**src/hdl/rtd_alarm_trip_pkg.sv**
```systemverilog
// Package: constants and carriers for the temperature alarm and trip aggregator
// Function
// - Up to four groups feed any-group combiner
// - Any-group alarm, timeout, trip are ORs
// - Group uses hottest enabled member temperature
// - Any enabled member timeout sets group timeout
// - Alarm delayed above threshold, trip immediate
// - Voting trip when tripping count reaches setting
// - Collective timeout ORs sensor and group timeouts
// - Source select: default trips or voting trips
// - Block input suppresses every trip output
// - Release below 0.99 times threshold
// - Voting needs selection, channel and function enable
package rtd_alarm_trip_pkg;
    // ==========================================
    // Sizes
    localparam int NUM_CH     = 12;
    localparam int NUM_GRP    = 4;
    localparam int NUM_VOTE   = 2;
    localparam int TEMP_W     = 12;
    localparam int DLY_W      = 16;
    localparam int CNT_W      = 4;
    // Release ratio 0.99 as 99/100
    localparam int HYS_NUM    = 99;
    localparam int HYS_DEN    = 100;
    // Fixed channel to group map: 2 bits per channel
    localparam logic [2*NUM_CH-1:0] GRP_MAP = 24'hfa5000;
    localparam logic [NUM_CH-1:0]   ZERO_CH = 12'h000;

    typedef logic [TEMP_W-1:0] temp_t;

    typedef struct packed {
        logic alarm;
        logic timeout;
        logic trip;
    } flags_s;

    typedef struct packed {
        logic             enable;
        logic [NUM_CH-1:0] select;
        logic [CNT_W-1:0] required;
    } vote_cfg_s;
endpackage

```
**src/hdl/rtd_alarm_trip_aggregator.sv**
```systemverilog
// Module: temperature alarm, timeout and trip aggregation with voting
`timescale 1ns/1ns
`default_nettype none
module rtd_alarm_trip_aggregator (
    // Clock and reset
    input  wire logic                                        sys_clk,
    input  wire logic                                        nrst,
    // Channel readings
    input  wire rtd_alarm_trip_pkg::temp_t [rtd_alarm_trip_pkg::NUM_CH-1:0] ch_temp,
    input  wire logic [rtd_alarm_trip_pkg::NUM_CH-1:0]       ch_timeout,
    // Configuration
    input  wire logic                                        func_enable,
    input  wire logic [rtd_alarm_trip_pkg::NUM_CH-1:0]       ch_enable,
    input  wire rtd_alarm_trip_pkg::temp_t [rtd_alarm_trip_pkg::NUM_GRP-1:0] grp_alarm_thr,
    input  wire rtd_alarm_trip_pkg::temp_t [rtd_alarm_trip_pkg::NUM_GRP-1:0] grp_trip_thr,
    input  wire rtd_alarm_trip_pkg::temp_t [rtd_alarm_trip_pkg::NUM_CH-1:0]  ch_trip_thr,
    input  wire logic [rtd_alarm_trip_pkg::DLY_W-1:0]        alarm_delay,
    input  wire rtd_alarm_trip_pkg::vote_cfg_s [rtd_alarm_trip_pkg::NUM_VOTE-1:0] vote_cfg,
    input  wire logic                                        trip_source_select,
    input  wire logic                                        block_trip,
    // Results
    output rtd_alarm_trip_pkg::flags_s [rtd_alarm_trip_pkg::NUM_GRP-1:0] grp_flags,
    output rtd_alarm_trip_pkg::flags_s                       any_group_combiner,
    output logic                                             any_group_timeout_alarm,
    output logic                                             winding_group_timeout_alarm,
    output logic                                             auxiliary_group_timeout_alarm,
    output logic                                             voting_trip_first,
    output logic                                             voting_trip_second,
    output logic                                             collective_timeout_alarm,
    output logic                                             final_trip
);
    localparam int G = rtd_alarm_trip_pkg::NUM_GRP;
    localparam int C = rtd_alarm_trip_pkg::NUM_CH;
    localparam int V = rtd_alarm_trip_pkg::NUM_VOTE;
    localparam int HN = rtd_alarm_trip_pkg::HYS_NUM;
    localparam int HD = rtd_alarm_trip_pkg::HYS_DEN;

    // Hysteresis compare: set above thr, hold until below 0.99*thr
    function automatic logic hys_cmp(input logic [11:0] t, input logic [11:0] thr,
                                     input logic prev);
        logic [18:0] lhs;
        logic [18:0] rhs;
        lhs = 19'(t) * 19'(rtd_alarm_trip_pkg::HYS_DEN);
        rhs = 19'(thr) * 19'(rtd_alarm_trip_pkg::HYS_NUM);
        hys_cmp = prev ? (lhs >= rhs) : (t > thr);
    endfunction

    function automatic logic [1:0] grp_of(input int ch);
        grp_of = rtd_alarm_trip_pkg::GRP_MAP[2*ch +: 2];
    endfunction

    // ==========================================
    // Group hottest reading and timeout
    rtd_alarm_trip_pkg::temp_t [G-1:0] grp_max;
    logic [G-1:0]                      grp_to;
    always_comb begin
        for (int g = 0; g < G; g++) begin
            grp_max[g] = '0;
            grp_to[g]  = 1'b0;
        end
        for (int c = 0; c < C; c++) begin
            if (ch_enable[c] && ch_temp[c] > grp_max[grp_of(c)]) begin
                grp_max[grp_of(c)] = ch_temp[c];
            end
            if (ch_enable[c] && ch_timeout[c]) begin
                grp_to[grp_of(c)] = 1'b1;
            end
        end
    end

    // ==========================================
    // Comparators, alarm delay and voting
    logic [G-1:0]                            g_alm_cmp_q, g_alm_cmp_d;
    logic [G-1:0]                            g_trp_cmp_q, g_trp_cmp_d;
    logic [C-1:0]                            c_trp_q, c_trp_d;
    logic [G-1:0][rtd_alarm_trip_pkg::DLY_W-1:0] dly_q, dly_d;
    rtd_alarm_trip_pkg::flags_s [G-1:0]      gf_d;
    rtd_alarm_trip_pkg::flags_s              any_d;
    logic [V-1:0]                            vote_d;
    logic [3:0]                              cnt;
    logic                                    to_any_d, coll_d, fin_d;

    always_comb begin
        cnt = '0;
        for (int g = 0; g < G; g++) begin
            g_alm_cmp_d[g] = func_enable & hys_cmp(grp_max[g], grp_alarm_thr[g], g_alm_cmp_q[g]);
            g_trp_cmp_d[g] = func_enable & hys_cmp(grp_max[g], grp_trip_thr[g], g_trp_cmp_q[g]);
            if (!g_alm_cmp_d[g]) begin
                dly_d[g] = '0;
            end else if (dly_q[g] < alarm_delay) begin
                dly_d[g] = dly_q[g] + 1'b1;
            end else begin
                dly_d[g] = dly_q[g];
            end
            gf_d[g].alarm   = g_alm_cmp_d[g] && (dly_q[g] >= alarm_delay);
            gf_d[g].trip    = g_trp_cmp_d[g] && !block_trip;
            gf_d[g].timeout = func_enable && grp_to[g];
        end
        for (int c = 0; c < C; c++) begin
            c_trp_d[c] = func_enable & ch_enable[c] &
                         hys_cmp(ch_temp[c], ch_trip_thr[c], c_trp_q[c]);
        end
        for (int v = 0; v < V; v++) begin
            cnt = '0;
            for (int c = 0; c < C; c++) begin
                cnt = cnt + 4'(vote_cfg[v].select[c] & ch_enable[c] & func_enable
                                & c_trp_d[c]);
            end
            vote_d[v] = vote_cfg[v].enable && vote_cfg[v].required != '0 &&
                        cnt >= vote_cfg[v].required && !block_trip;
        end
        any_d.alarm   = |{gf_d[3].alarm, gf_d[2].alarm, gf_d[1].alarm, gf_d[0].alarm};
        any_d.timeout = |{gf_d[3].timeout, gf_d[2].timeout,
                          gf_d[1].timeout, gf_d[0].timeout};
        any_d.trip    = |{gf_d[3].trip, gf_d[2].trip, gf_d[1].trip, gf_d[0].trip};
        to_any_d      = any_d.timeout;
        coll_d        = (func_enable && |(ch_timeout & ch_enable)) || any_d.timeout;
        fin_d         = !block_trip && (trip_source_select ? |vote_d
                        : (any_d.trip || |c_trp_d));
    end

    always_ff @(posedge sys_clk) begin
        if (!nrst) begin
            g_alm_cmp_q                   <= '0;
            g_trp_cmp_q                   <= '0;
            c_trp_q                       <= '0;
            dly_q                         <= '0;
            grp_flags                     <= '0;
            any_group_combiner            <= '0;
            any_group_timeout_alarm       <= 1'b0;
            winding_group_timeout_alarm   <= 1'b0;
            auxiliary_group_timeout_alarm <= 1'b0;
            voting_trip_first             <= 1'b0;
            voting_trip_second            <= 1'b0;
            collective_timeout_alarm      <= 1'b0;
            final_trip                    <= 1'b0;
        end else begin
            g_alm_cmp_q                   <= g_alm_cmp_d;
            g_trp_cmp_q                   <= g_trp_cmp_d;
            c_trp_q                       <= c_trp_d;
            dly_q                         <= dly_d;
            grp_flags                     <= gf_d;
            any_group_combiner            <= any_d;
            any_group_timeout_alarm       <= to_any_d;
            winding_group_timeout_alarm   <= gf_d[0].timeout;
            auxiliary_group_timeout_alarm <= gf_d[3].timeout;
            voting_trip_first             <= vote_d[0];
            voting_trip_second            <= vote_d[1];
            collective_timeout_alarm      <= coll_d;
            final_trip                    <= fin_d;
        end
    end

    // ==========================================
    // Assertions
    AST_BLOCK_FINAL: assert property (@(posedge sys_clk) disable iff (!nrst)
        $past(block_trip) |-> !final_trip) else $error("final trip while blocked");
    AST_BLOCK_VOTE: assert property (@(posedge sys_clk) disable iff (!nrst)
        $past(block_trip) |-> !voting_trip_first && !voting_trip_second)
        else $error("vote trip while blocked");
    AST_ANY_TRIP: assert property (@(posedge sys_clk) disable iff (!nrst)
        any_group_combiner.trip == (|{grp_flags[0].trip, grp_flags[1].trip,
                                     grp_flags[2].trip, grp_flags[3].trip}))
        else $error("any trip not OR of groups");
    AST_ANY_ALARM: assert property (@(posedge sys_clk) disable iff (!nrst)
        any_group_combiner.alarm == (|{grp_flags[0].alarm, grp_flags[1].alarm,
                                      grp_flags[2].alarm, grp_flags[3].alarm}))
        else $error("any alarm not OR of groups");
    AST_COLL_TO: assert property (@(posedge sys_clk) disable iff (!nrst)
        any_group_timeout_alarm |-> collective_timeout_alarm)
        else $error("collective timeout missing");
    AST_SEL_VOTE: assert property (@(posedge sys_clk) disable iff (!nrst)
        $past(trip_source_select) && !voting_trip_first && !voting_trip_second
        |-> !final_trip) else $error("final trip without vote");
    AST_ALARM_DLY: assert property (@(posedge sys_clk) disable iff (!nrst)
        $rose(grp_flags[0].alarm) && $past(alarm_delay) != '0 |-> $past(g_alm_cmp_q[0]))
        else $error("alarm not delayed");
    AST_RESET: assert property (@(posedge sys_clk)
        $rose(nrst) |-> !final_trip && !collective_timeout_alarm && !any_group_combiner.trip)
        else $error("outputs active after reset");
    AST_TO_GRP: assert property (@(posedge sys_clk) disable iff (!nrst)
        $past(nrst) && $past(func_enable) && $past(ch_enable[10]) && $past(ch_timeout[10])
        |-> grp_flags[3].timeout) else $error("group timeout missed");
    AST_HOTTEST: assert property (@(posedge sys_clk) disable iff (!nrst)
        1'b1 |-> grp_max[0] >= (ch_enable[0] ? ch_temp[0] : 12'h000))
        else $error("group max below member");
    AST_VOTE_SEL: assert property (@(posedge sys_clk) disable iff (!nrst)
        !$past(func_enable) && $past(trip_source_select) |-> !final_trip)
        else $error("vote with function off");
    AST_HYS: assert property (@(posedge sys_clk) disable iff (!nrst)
        $past(nrst) && $past(g_trp_cmp_q[0]) && $past(func_enable) &&
        $past(grp_max[0]) * HD >= $past(grp_trip_thr[0]) * HN |-> g_trp_cmp_q[0])
        else $error("trip released above hysteresis band");
    AST_HYS_REL: assert property (@(posedge sys_clk) disable iff (!nrst)
        $past(nrst) && $past(g_trp_cmp_q[0]) &&
        $past(grp_max[0]) * HD < $past(grp_trip_thr[0]) * HN |-> !g_trp_cmp_q[0])
        else $error("trip held below hysteresis band");
    AST_TRIP_NOW: assert property (@(posedge sys_clk) disable iff (!nrst)
        $past(nrst) && $past(func_enable) && !$past(block_trip) &&
        $past(grp_max[0]) > $past(grp_trip_thr[0]) |-> grp_flags[0].trip)
        else $error("group trip not immediate");
    AST_FINAL_DEF: assert property (@(posedge sys_clk) disable iff (!nrst)
        !$past(trip_source_select) && any_group_combiner.trip |-> final_trip)
        else $error("default trip not passed to final trip");
    AST_ANY_TO: assert property (@(posedge sys_clk) disable iff (!nrst)
        any_group_timeout_alarm == (|{grp_flags[0].timeout, grp_flags[1].timeout,
                                     grp_flags[2].timeout, grp_flags[3].timeout}))
        else $error("any timeout not OR of groups");
    AST_COLL_CH: assert property (@(posedge sys_clk) disable iff (!nrst)
        $past(nrst) && $past(func_enable) && $past(ch_enable[10]) && $past(ch_timeout[10])
        |-> collective_timeout_alarm) else $error("channel timeout not collected");
    AST_V_REQ: assert property (@(posedge sys_clk) disable iff (!nrst)
        !$past(vote_cfg[0].enable) |-> !voting_trip_first)
        else $error("vote trip while disabled");

    COV_FINAL: cover property (@(posedge sys_clk) disable iff (!nrst) $rose(final_trip));
    COV_VOTE: cover property (@(posedge sys_clk) disable iff (!nrst) $rose(voting_trip_second));
    COV_ALARM: cover property (@(posedge sys_clk) disable iff (!nrst)
        $rose(any_group_combiner.alarm));
    COV_TIMEOUT: cover property (@(posedge sys_clk) disable iff (!nrst)
        $rose(collective_timeout_alarm));
endmodule
`default_nettype wire

```
**config.mk**
```make
export PLATFORM = sky130hd
export DESIGN_NAME = rtd_alarm_trip_aggregator
export DESIGN_NICKNAME = d
export VERILOG_FILES = /design/src/hdl/rtd_alarm_trip_pkg.sv /design/src/hdl/rtd_alarm_trip_aggregator.sv
export SDC_FILE = /design/constraint.sdc
export NUM_CORES = 2
export LEC_CHECK = 0
export BUFFER_PORTS_ARGS = -buffer_cell sky130_fd_sc_hd__buf_2
export CAP_MARGIN = 0
export CORE_MARGIN = 10
export CORE_UTILIZATION = 59
export CTS_CLUSTER_DIAMETER = 60
export DETAILED_ROUTE_END_ITERATION = 8
export PLACE_DENSITY_LB_ADDON = 0.25
export RECOVER_POWER = 50
export SLEW_MARGIN = 0
export SYNTH_ARGS = -nofsm -noshare
export SYNTH_HDL_FRONTEND = slang
export SYNTH_SLANG_ARGS = --single-unit
export TNS_END_PERCENT = 50
```
**constraint.sdc**
```tcl
create_clock -name sys_clk -period 25 [get_ports sys_clk]
set_clock_uncertainty 0.1 [all_clocks]
set_input_delay 3.75 -clock sys_clk [delete_from_list [all_inputs] [get_ports sys_clk]]
set_output_delay 3.75 -clock sys_clk [all_outputs]
set_load 0.005 [all_outputs]
```
* Yosys cells after proc, flatten, opt, wreduce, memory -nomap -nowiden
Cells that the tools add are included.
** Word-level totals
- Output and inout bits :: 22
- Flip-flop bits (word level) :: 103
- Input port bits :: 463
** Operators by class
- Mux-type cells :: 45
- Multiply operators :: 36
- Bitwise logic cells :: 105
- Reduce and logical (&&, ||, !) cells :: 59
- Add/subtract/negate cells :: 26
- $lt $le $gt $ge :: 62
** Operators by type and width (count)
- >= comparator 19 bit :: 20
- multiplier 12 x 7 -> 19 bit, second input constant :: 20
- > comparator 12 bit :: 28
- multiplier 12 x 5 -> 17 bit, second input constant :: 16
- 2-to-1 mux 12 bit :: 12
- bitwise AND 1 bit :: 104
- adder 16 x 1 -> 16 bit, second input constant :: 4
- adder 4 x 1 -> 4 bit :: 16
- >= comparator 16 bit :: 4
- less-than comparator 16 bit :: 4
- > comparator 12 x 1 -> 1 bit, second input constant :: 4
- logical AND 1 bit :: 44
- 2-to-1 mux 1 bit :: 33
- OR reduction 12 bit :: 2
- bitwise AND 12 bit :: 1
- OR reduction 4 bit :: 3
- adder 3 x 1 -> 4 bit :: 2
- >= comparator 4 bit :: 2
- AND reduction 2 bit :: 4
- nonzero test 4 bit :: 2
- adder 2 x 1 -> 3 bit :: 2
- adder 1 x 1 -> 2 bit :: 2
- logical OR 1 bit :: 2
- OR reduction 2 bit :: 1
- logical NOT 1 bit :: 1

* Depth between registers and ports, before layout
- Depth in word-level cells :: 27
- Depth in mapped cells :: 99
- Mapped depth without buffers :: 89

* Worst setup path after synthesis
Ideal clock, no wire load.
- Path type :: input -> register
- Start :: input port ch_temp[6] (netlist bit)
- End :: register grp_flags[2] (netlist bit)
- Stages on the path :: 95
- Data arrival time :: 19.273 ns
- Path slack :: 5.564 ns
- Path through :: inv_1 > ha_1 > nand4_1 > o21a_1 > clkbuf_1 > nand2_1 > ha_1 > nand4_1 > a311oi_2 > a2111oi_2 > nor2_1 > clkbuf_1 > clkbuf_1 > nand2_1 > o21ai_0 > inv_1 > ha_1 > nand4_1 > [... 59 more ...] > a21oi_1 > o21bai_1 > a21o_1 > a21oi_1 > xnor2_1 > ha_1 > nand3_1 > nor3_1 > and2_1 > nand3_1 > nand4b_1 > a21oi_1 > o221ai_1 > nand3_1 > a211o_1 > buf_6 > buf_12 > nor2_4
** On the way
- Word-level cells in the longest chain between the ends :: 23
** RTL lines
- start, declared :: line rtd_alarm_trip_aggregator.sv:9 : input wire rtd_alarm_trip_pkg::temp_t [rtd_alarm_trip_pkg::NUM_CH-1:0] ch_temp,
- > comparator 12 x 1 -> 1 bit :: line rtd_alarm_trip_aggregator.sv:62 : if (ch_enable[c] && ch_temp[c] > grp_max[grp_of(c)]) begin
- logical AND 1 bit :: line rtd_alarm_trip_aggregator.sv:62
- 2-to-1 mux 12 bit * :: line rtd_alarm_trip_aggregator.sv:62
- > comparator 12 bit :: line rtd_alarm_trip_aggregator.sv:62
- logical AND 1 bit :: line rtd_alarm_trip_aggregator.sv:62
- 2-to-1 mux 12 bit * :: line rtd_alarm_trip_aggregator.sv:62
- > comparator 12 bit :: line rtd_alarm_trip_aggregator.sv:62
- logical AND 1 bit :: line rtd_alarm_trip_aggregator.sv:62
- [... 7 more ...]
- > comparator 12 bit :: line rtd_alarm_trip_aggregator.sv:62
- logical AND 1 bit :: line rtd_alarm_trip_aggregator.sv:62
- 2-to-1 mux 12 bit * :: line rtd_alarm_trip_aggregator.sv:62
- multiplier 12 x 5 -> 17 bit :: line rtd_alarm_trip_aggregator.sv:43 : lhs = 19'(t) * 19'(rtd_alarm_trip_pkg::HYS_DEN);
- >= comparator 19 bit :: line rtd_alarm_trip_aggregator.sv:45 : hys_cmp = prev ? (lhs >= rhs) : (t > thr);
- 2-to-1 mux 1 bit * :: line rtd_alarm_trip_aggregator.sv:45
- bitwise AND 1 bit * :: line rtd_alarm_trip_aggregator.sv:86 : g_alm_cmp_d[g] = func_enable & hys_cmp(grp_max[g], grp_alarm_thr[g], g_alm_cmp_q[g]);
- logical AND 1 bit * :: line rtd_alarm_trip_aggregator.sv:95 : gf_d[g].alarm = g_alm_cmp_d[g] && (dly_q[g] >= alarm_delay);
- end signal, assigned :: line rtd_alarm_trip_aggregator.sv:142 : grp_flags <= gf_d;
- end, declared :: line rtd_alarm_trip_aggregator.sv:22 : output rtd_alarm_trip_pkg::flags_s [rtd_alarm_trip_pkg::NUM_GRP-1:0] grp_flags,
Mark *: on every way between the ends. The rest lies on a longest branch, timed or not.
A chain may end at the register's enable or synchronous reset.

* Worst setup path in the final report
- Start :: input port ch_temp[2] (netlist bit)
- End :: register any_group_combiner[2] (netlist bit)
** On the way
- Word-level cells in the longest chain between the ends :: 24
** RTL lines
- > comparator 12 x 1 -> 1 bit :: line rtd_alarm_trip_aggregator.sv:62
- logical AND 1 bit :: line rtd_alarm_trip_aggregator.sv:62
- 2-to-1 mux 12 bit * :: line rtd_alarm_trip_aggregator.sv:62
- > comparator 12 bit :: line rtd_alarm_trip_aggregator.sv:62
- logical AND 1 bit :: line rtd_alarm_trip_aggregator.sv:62
- 2-to-1 mux 12 bit * :: line rtd_alarm_trip_aggregator.sv:62
- > comparator 12 bit :: line rtd_alarm_trip_aggregator.sv:62
- logical AND 1 bit :: line rtd_alarm_trip_aggregator.sv:62
- [... 8 more ...]
- logical AND 1 bit :: line rtd_alarm_trip_aggregator.sv:62
- 2-to-1 mux 12 bit * :: line rtd_alarm_trip_aggregator.sv:62
- multiplier 12 x 5 -> 17 bit :: line rtd_alarm_trip_aggregator.sv:43
- >= comparator 19 bit :: line rtd_alarm_trip_aggregator.sv:45
- 2-to-1 mux 1 bit * :: line rtd_alarm_trip_aggregator.sv:45
- bitwise AND 1 bit * :: line rtd_alarm_trip_aggregator.sv:86
- logical AND 1 bit * :: line rtd_alarm_trip_aggregator.sv:95
- OR reduction 4 bit * :: line rtd_alarm_trip_aggregator.sv:112 : any_d.alarm = |{gf_d[3].alarm, gf_d[2].alarm, gf_d[1].alarm, gf_d[0].alarm};
- end signal, assigned :: line rtd_alarm_trip_aggregator.sv:143 : any_group_combiner <= any_d;
- end, declared :: line rtd_alarm_trip_aggregator.sv:23 : output rtd_alarm_trip_pkg::flags_s any_group_combiner,
Marked as above.

==> metrics <==
deepest level of the CTS H-tree=3; max cap viols=2; final critical-path required period=21,610 ps; sequential-to-total area share from yosys stat=0.0296; critical-path maximum fanout=22; Slowest-stage cell, CP=sky130_fd_sc_hd__nor2_1; violations in the final reports=capacitance limit, slew limit; cell type with the largest total area after synthesis=sky130_fd_sc_hd__ha_1; footprint of the flip-flops and latches=2060 sq um; startpoint of the lowest-slack hold path=dly_q[47]; internal power=2.28 mW; number of warning messages in the yosys log=0; CTS tree=built; ranking of synthesized cells by area=sky130_fd_sc_hd__ha_1 (45%), sky130_fd_sc_hd__inv_1 (12%), sky130_fd_sc_hd__fa_1 (10%); Worst Setup Start Kind=input pin; Die Height=364 um; status=finished, violations left; startpoint of the lowest-slack register-to-register path=c_trp_q[2]; Total Wirelength=180,000 um; relative contribution of the clock network to total power=0.038; combined area of all synthesized cells=69,700 sq um; data arrival time of the worst path=21,880 ps; PwrDens=66.1 nW/um^2; Inserted Clock Buffers=9; vias in the first global route=58,800; Gate Count Post-Synth=8,499; number of storage elements in the synthesis netlist=103; 1st-pass router iterations=8; commonest cells in the synthesized netlist=sky130_fd_sc_hd__ha_1 (2,507), sky130_fd_sc_hd__inv_1 (2,213), sky130_fd_sc_hd__a21oi_1 (646), sky130_fd_sc_hd__o21ai_0 (410), sky130_fd_sc_hd__xnor2_1 (389); predominant post-synthesis flop cell=sky130_fd_sc_hd__dfxtp_1; HPWL Detailed=163,000 um; slew at the pin closest to its max-slew limit=2470 ps; total number of vias=57,600; max-slew violation count=30; highest attainable clock frequency=0.0463 GHz; initial standard-cell utilization of the core=0.592; pin count of the biggest net entering global routing=24; hold bufs inserted after CTS=0; vias per inst=5.45; CTS root buffer=sky130_fd_sc_hd__clkbuf_16; depth of the worst hold-timing path=2; switching pwr=2.64 mW; share of the cycle needed by the critical path after routing=0.864; sequential cell fraction of total power=0.035; nature of the critical path endpoint=flip-flop; Synth Area per Inst=8.20 sq um; final global-route overflow total=0; post-placement cell count=10,500; area enclosed by the die boundary=132,000 sq um; area share of the largest cell type after synthesis=0.450; top-count cell post-synth=sky130_fd_sc_hd__ha_1; kind of critical path=in -> reg; VDD IR-drop max=101 uV; post-DR wirelength/cell=17.1 um; multi-input combinational cell area=59,200 sq um; leakage power of the design=44.8 nW; timing startpoint of the critical path=ch_temp[2]; share of final-layout standard cells stronger than drive strength 1=0.0602; post-route DRC violation count=0; count of placed standard cells in the final layout, fillers left out=10,600; Die Wd=364 um; post-CTS setup buffer count=0; number of cells on the worst reg-to-reg path=17; detailed router's first-iteration violation count=2,622; maximum root-to-sink buffer count=2; total negative slack for setup checks=0 ps; number of top-level pins=485; CTS sink count=103; syn_nets=11,800; weighted congestion reported at the end of routability-driven placement=0.942; count of cell types in the netlist=83; ANT nets after route=0; core area=118,000 sq um; Layout Nets=12,300; Data required, critical path=25,270 ps; unrepaired setup endpoints after global routing=false; Gate power share=0.927; final setup fails=0; initial antenna violation count=52; Slew Limit Headroom=-0.644; post-cts resize count=0; hold violation count in the final report=0; Layout Area Growth over Synthesis=6.79%; largest stage delay on the critical path=900 ps; Skew-Pair Late Insertion Delay=430 ps; I/O Buffers=484; fill cell instance count of the final layout=10,500; post-CTS clock slew at the launch and capture registers of the worst setup and hold paths=120 ps; switching fraction of total power=0.537; Async S/R FF share, synth=0; overall fraction of global-route tracks in use=0.270; number of placement rows=126; worst min path class=reg -> reg; number of enable-type register cells in the synthesized netlist=0; wire length of the first global-routing pass=292,000 um
metal layers:
layer  global-route usage  routed length [um]  vias up
met2                0.469               84900     1188
met1                0.338               79800    26800
met4               0.0881                5740       24
met3               0.0423                9890      329
met5                    0                 150        -
li1                     -                   -    29200
placed cells by master, fill, tap and decap left out, types with 6 or more instances in the layout:
| master | count |
|---|---|
| sky130_fd_sc_hd__xor2_1 | 185 |
| sky130_fd_sc_hd__nor3b_1 | 15 |
| sky130_fd_sc_hd__o21ai_0 | 410 |
| sky130_fd_sc_hd__nand2_1 | 221 |
| sky130_fd_sc_hd__o21bai_1 | 134 |
| sky130_fd_sc_hd__nor4_1 | 24 |
| sky130_fd_sc_hd__and2_1 | 58 |
| sky130_fd_sc_hd__diode_2 | 31 |
| sky130_fd_sc_hd__clkbuf_16 | 9 |
| sky130_fd_sc_hd__and3_1 | 26 |
| sky130_fd_sc_hd__dfxtp_1 | 103 |
| sky130_fd_sc_hd__nor2_4 | 10 |
| sky130_fd_sc_hd__fa_1 | 365 |
| sky130_fd_sc_hd__and4_1 | 7 |
| sky130_fd_sc_hd__clkbuf_1 | 35 |
| sky130_fd_sc_hd__ha_1 | 2507 |
| sky130_fd_sc_hd__a211o_1 | 23 |
| sky130_fd_sc_hd__buf_2 | 459 |
| sky130_fd_sc_hd__a22oi_1 | 6 |
| sky130_fd_sc_hd__nor2_1 | 186 |
| sky130_fd_sc_hd__nand2b_1 | 138 |
| sky130_fd_sc_hd__a21o_1 | 251 |
| sky130_fd_sc_hd__or3_1 | 8 |
| sky130_fd_sc_hd__xnor2_1 | 389 |
| sky130_fd_sc_hd__nand3_1 | 88 |
| sky130_fd_sc_hd__nor2b_1 | 90 |
| sky130_fd_sc_hd__buf_4 | 18 |
| sky130_fd_sc_hd__inv_1 | 2213 |
| sky130_fd_sc_hd__o21a_1 | 22 |
| sky130_fd_sc_hd__nand4_1 | 146 |
| sky130_fd_sc_hd__nor3_1 | 46 |
| sky130_fd_sc_hd__a211oi_1 | 23 |
| sky130_fd_sc_hd__mux2i_1 | 20 |
| sky130_fd_sc_hd__a21oi_1 | 646 |
final cells by class:
| cell class | instances | area share |
|---|---|---|
| sequential | 103 | 0.0277 |
| clock inverter | 7 | 0.00126 |
| clock buffer | 9 | 0.00302 |
| multi-input combinational | 6146 | 0.795 |
| timing repair buffer | 513 | 0.0345 |
| inverter | 2214 | 0.112 |
| tap | 1536 | 0.0258 |
| antenna | 31 | 0.00104 |
power by group through the flow:
stage	Clock [mW]	Combinational, mW	Sequential (mW)
finish	0.187	4.56	0.173
global route	0.195	5.28	0.173
floorplan	0	3.49	0.175
detailed placement	0	4.52	0.176
CTS	0.194	4.57	0.173
global placement	0	4.35	0.176
worst paths after layout:
| kind | slack [ps] | endpoint |
|---|---|---|
| worst max register to register | 18070 | final_trip |
| worst min register to register | 450 | dly_q[47] |
| worst max-delay path | 3390 | any_group_combiner[2] |
| worst min-delay path | 450 | dly_q[47] |
critical path, delay by kind of cell:
family	cells	cell delay [ps]
adders and majority gates	11	3280
xor gates and xnor gates	1	160
and+or+nand+nor	30	6010
muxes	2	680
buffers and inverters	12	1340
AOI/OAI and AO/OA	32	6600
metrics by stage:
step                cell area, sq um  setup slack (ps)   util  power, mW  hold WS (ps)
floorplan                      69700              5560      -       3.67           383
global placement               74100              3700  0.630       4.52           410
detailed placement             74100              3270  0.630       4.70           416
CTS                            74500              3680  0.632       4.93           451
global route                   74400              1670  0.632       5.65           485
finish                         74500              3390  0.632       4.92           450
cells by family after synthesis:
| group | Yosys count | synth area share |
|---|---|---|
| AND/OR/NAND/NOR | 1083 | 0.0818 |
| flip-flops | 103 | 0.0296 |
| AO/OA/AOI/OAI | 1586 | 0.135 |
| multiplexers | 27 | 0.00415 |
| adder cells (fa/ha/maj) | 2876 | 0.555 |
| XOR/XNOR | 574 | 0.0721 |
| buffers and inverters | 2250 | 0.122 |
flip-flops by register name (all words and copies together) (netlist names):
name / flops
dly_q: 64
c_trp_q: 12
grp_flags: 10
g_alm_cmp_q: 4
g_trp_cmp_q: 4
any_group_combiner: 2
any_group_timeout_alarm: 1
auxiliary_group_timeout_alarm: 1
collective_timeout_alarm: 1
final_trip: 1
voting_trip_first: 1
voting_trip_second: 1
winding_group_timeout_alarm: 1
Power figures use the tool's default switching activity.
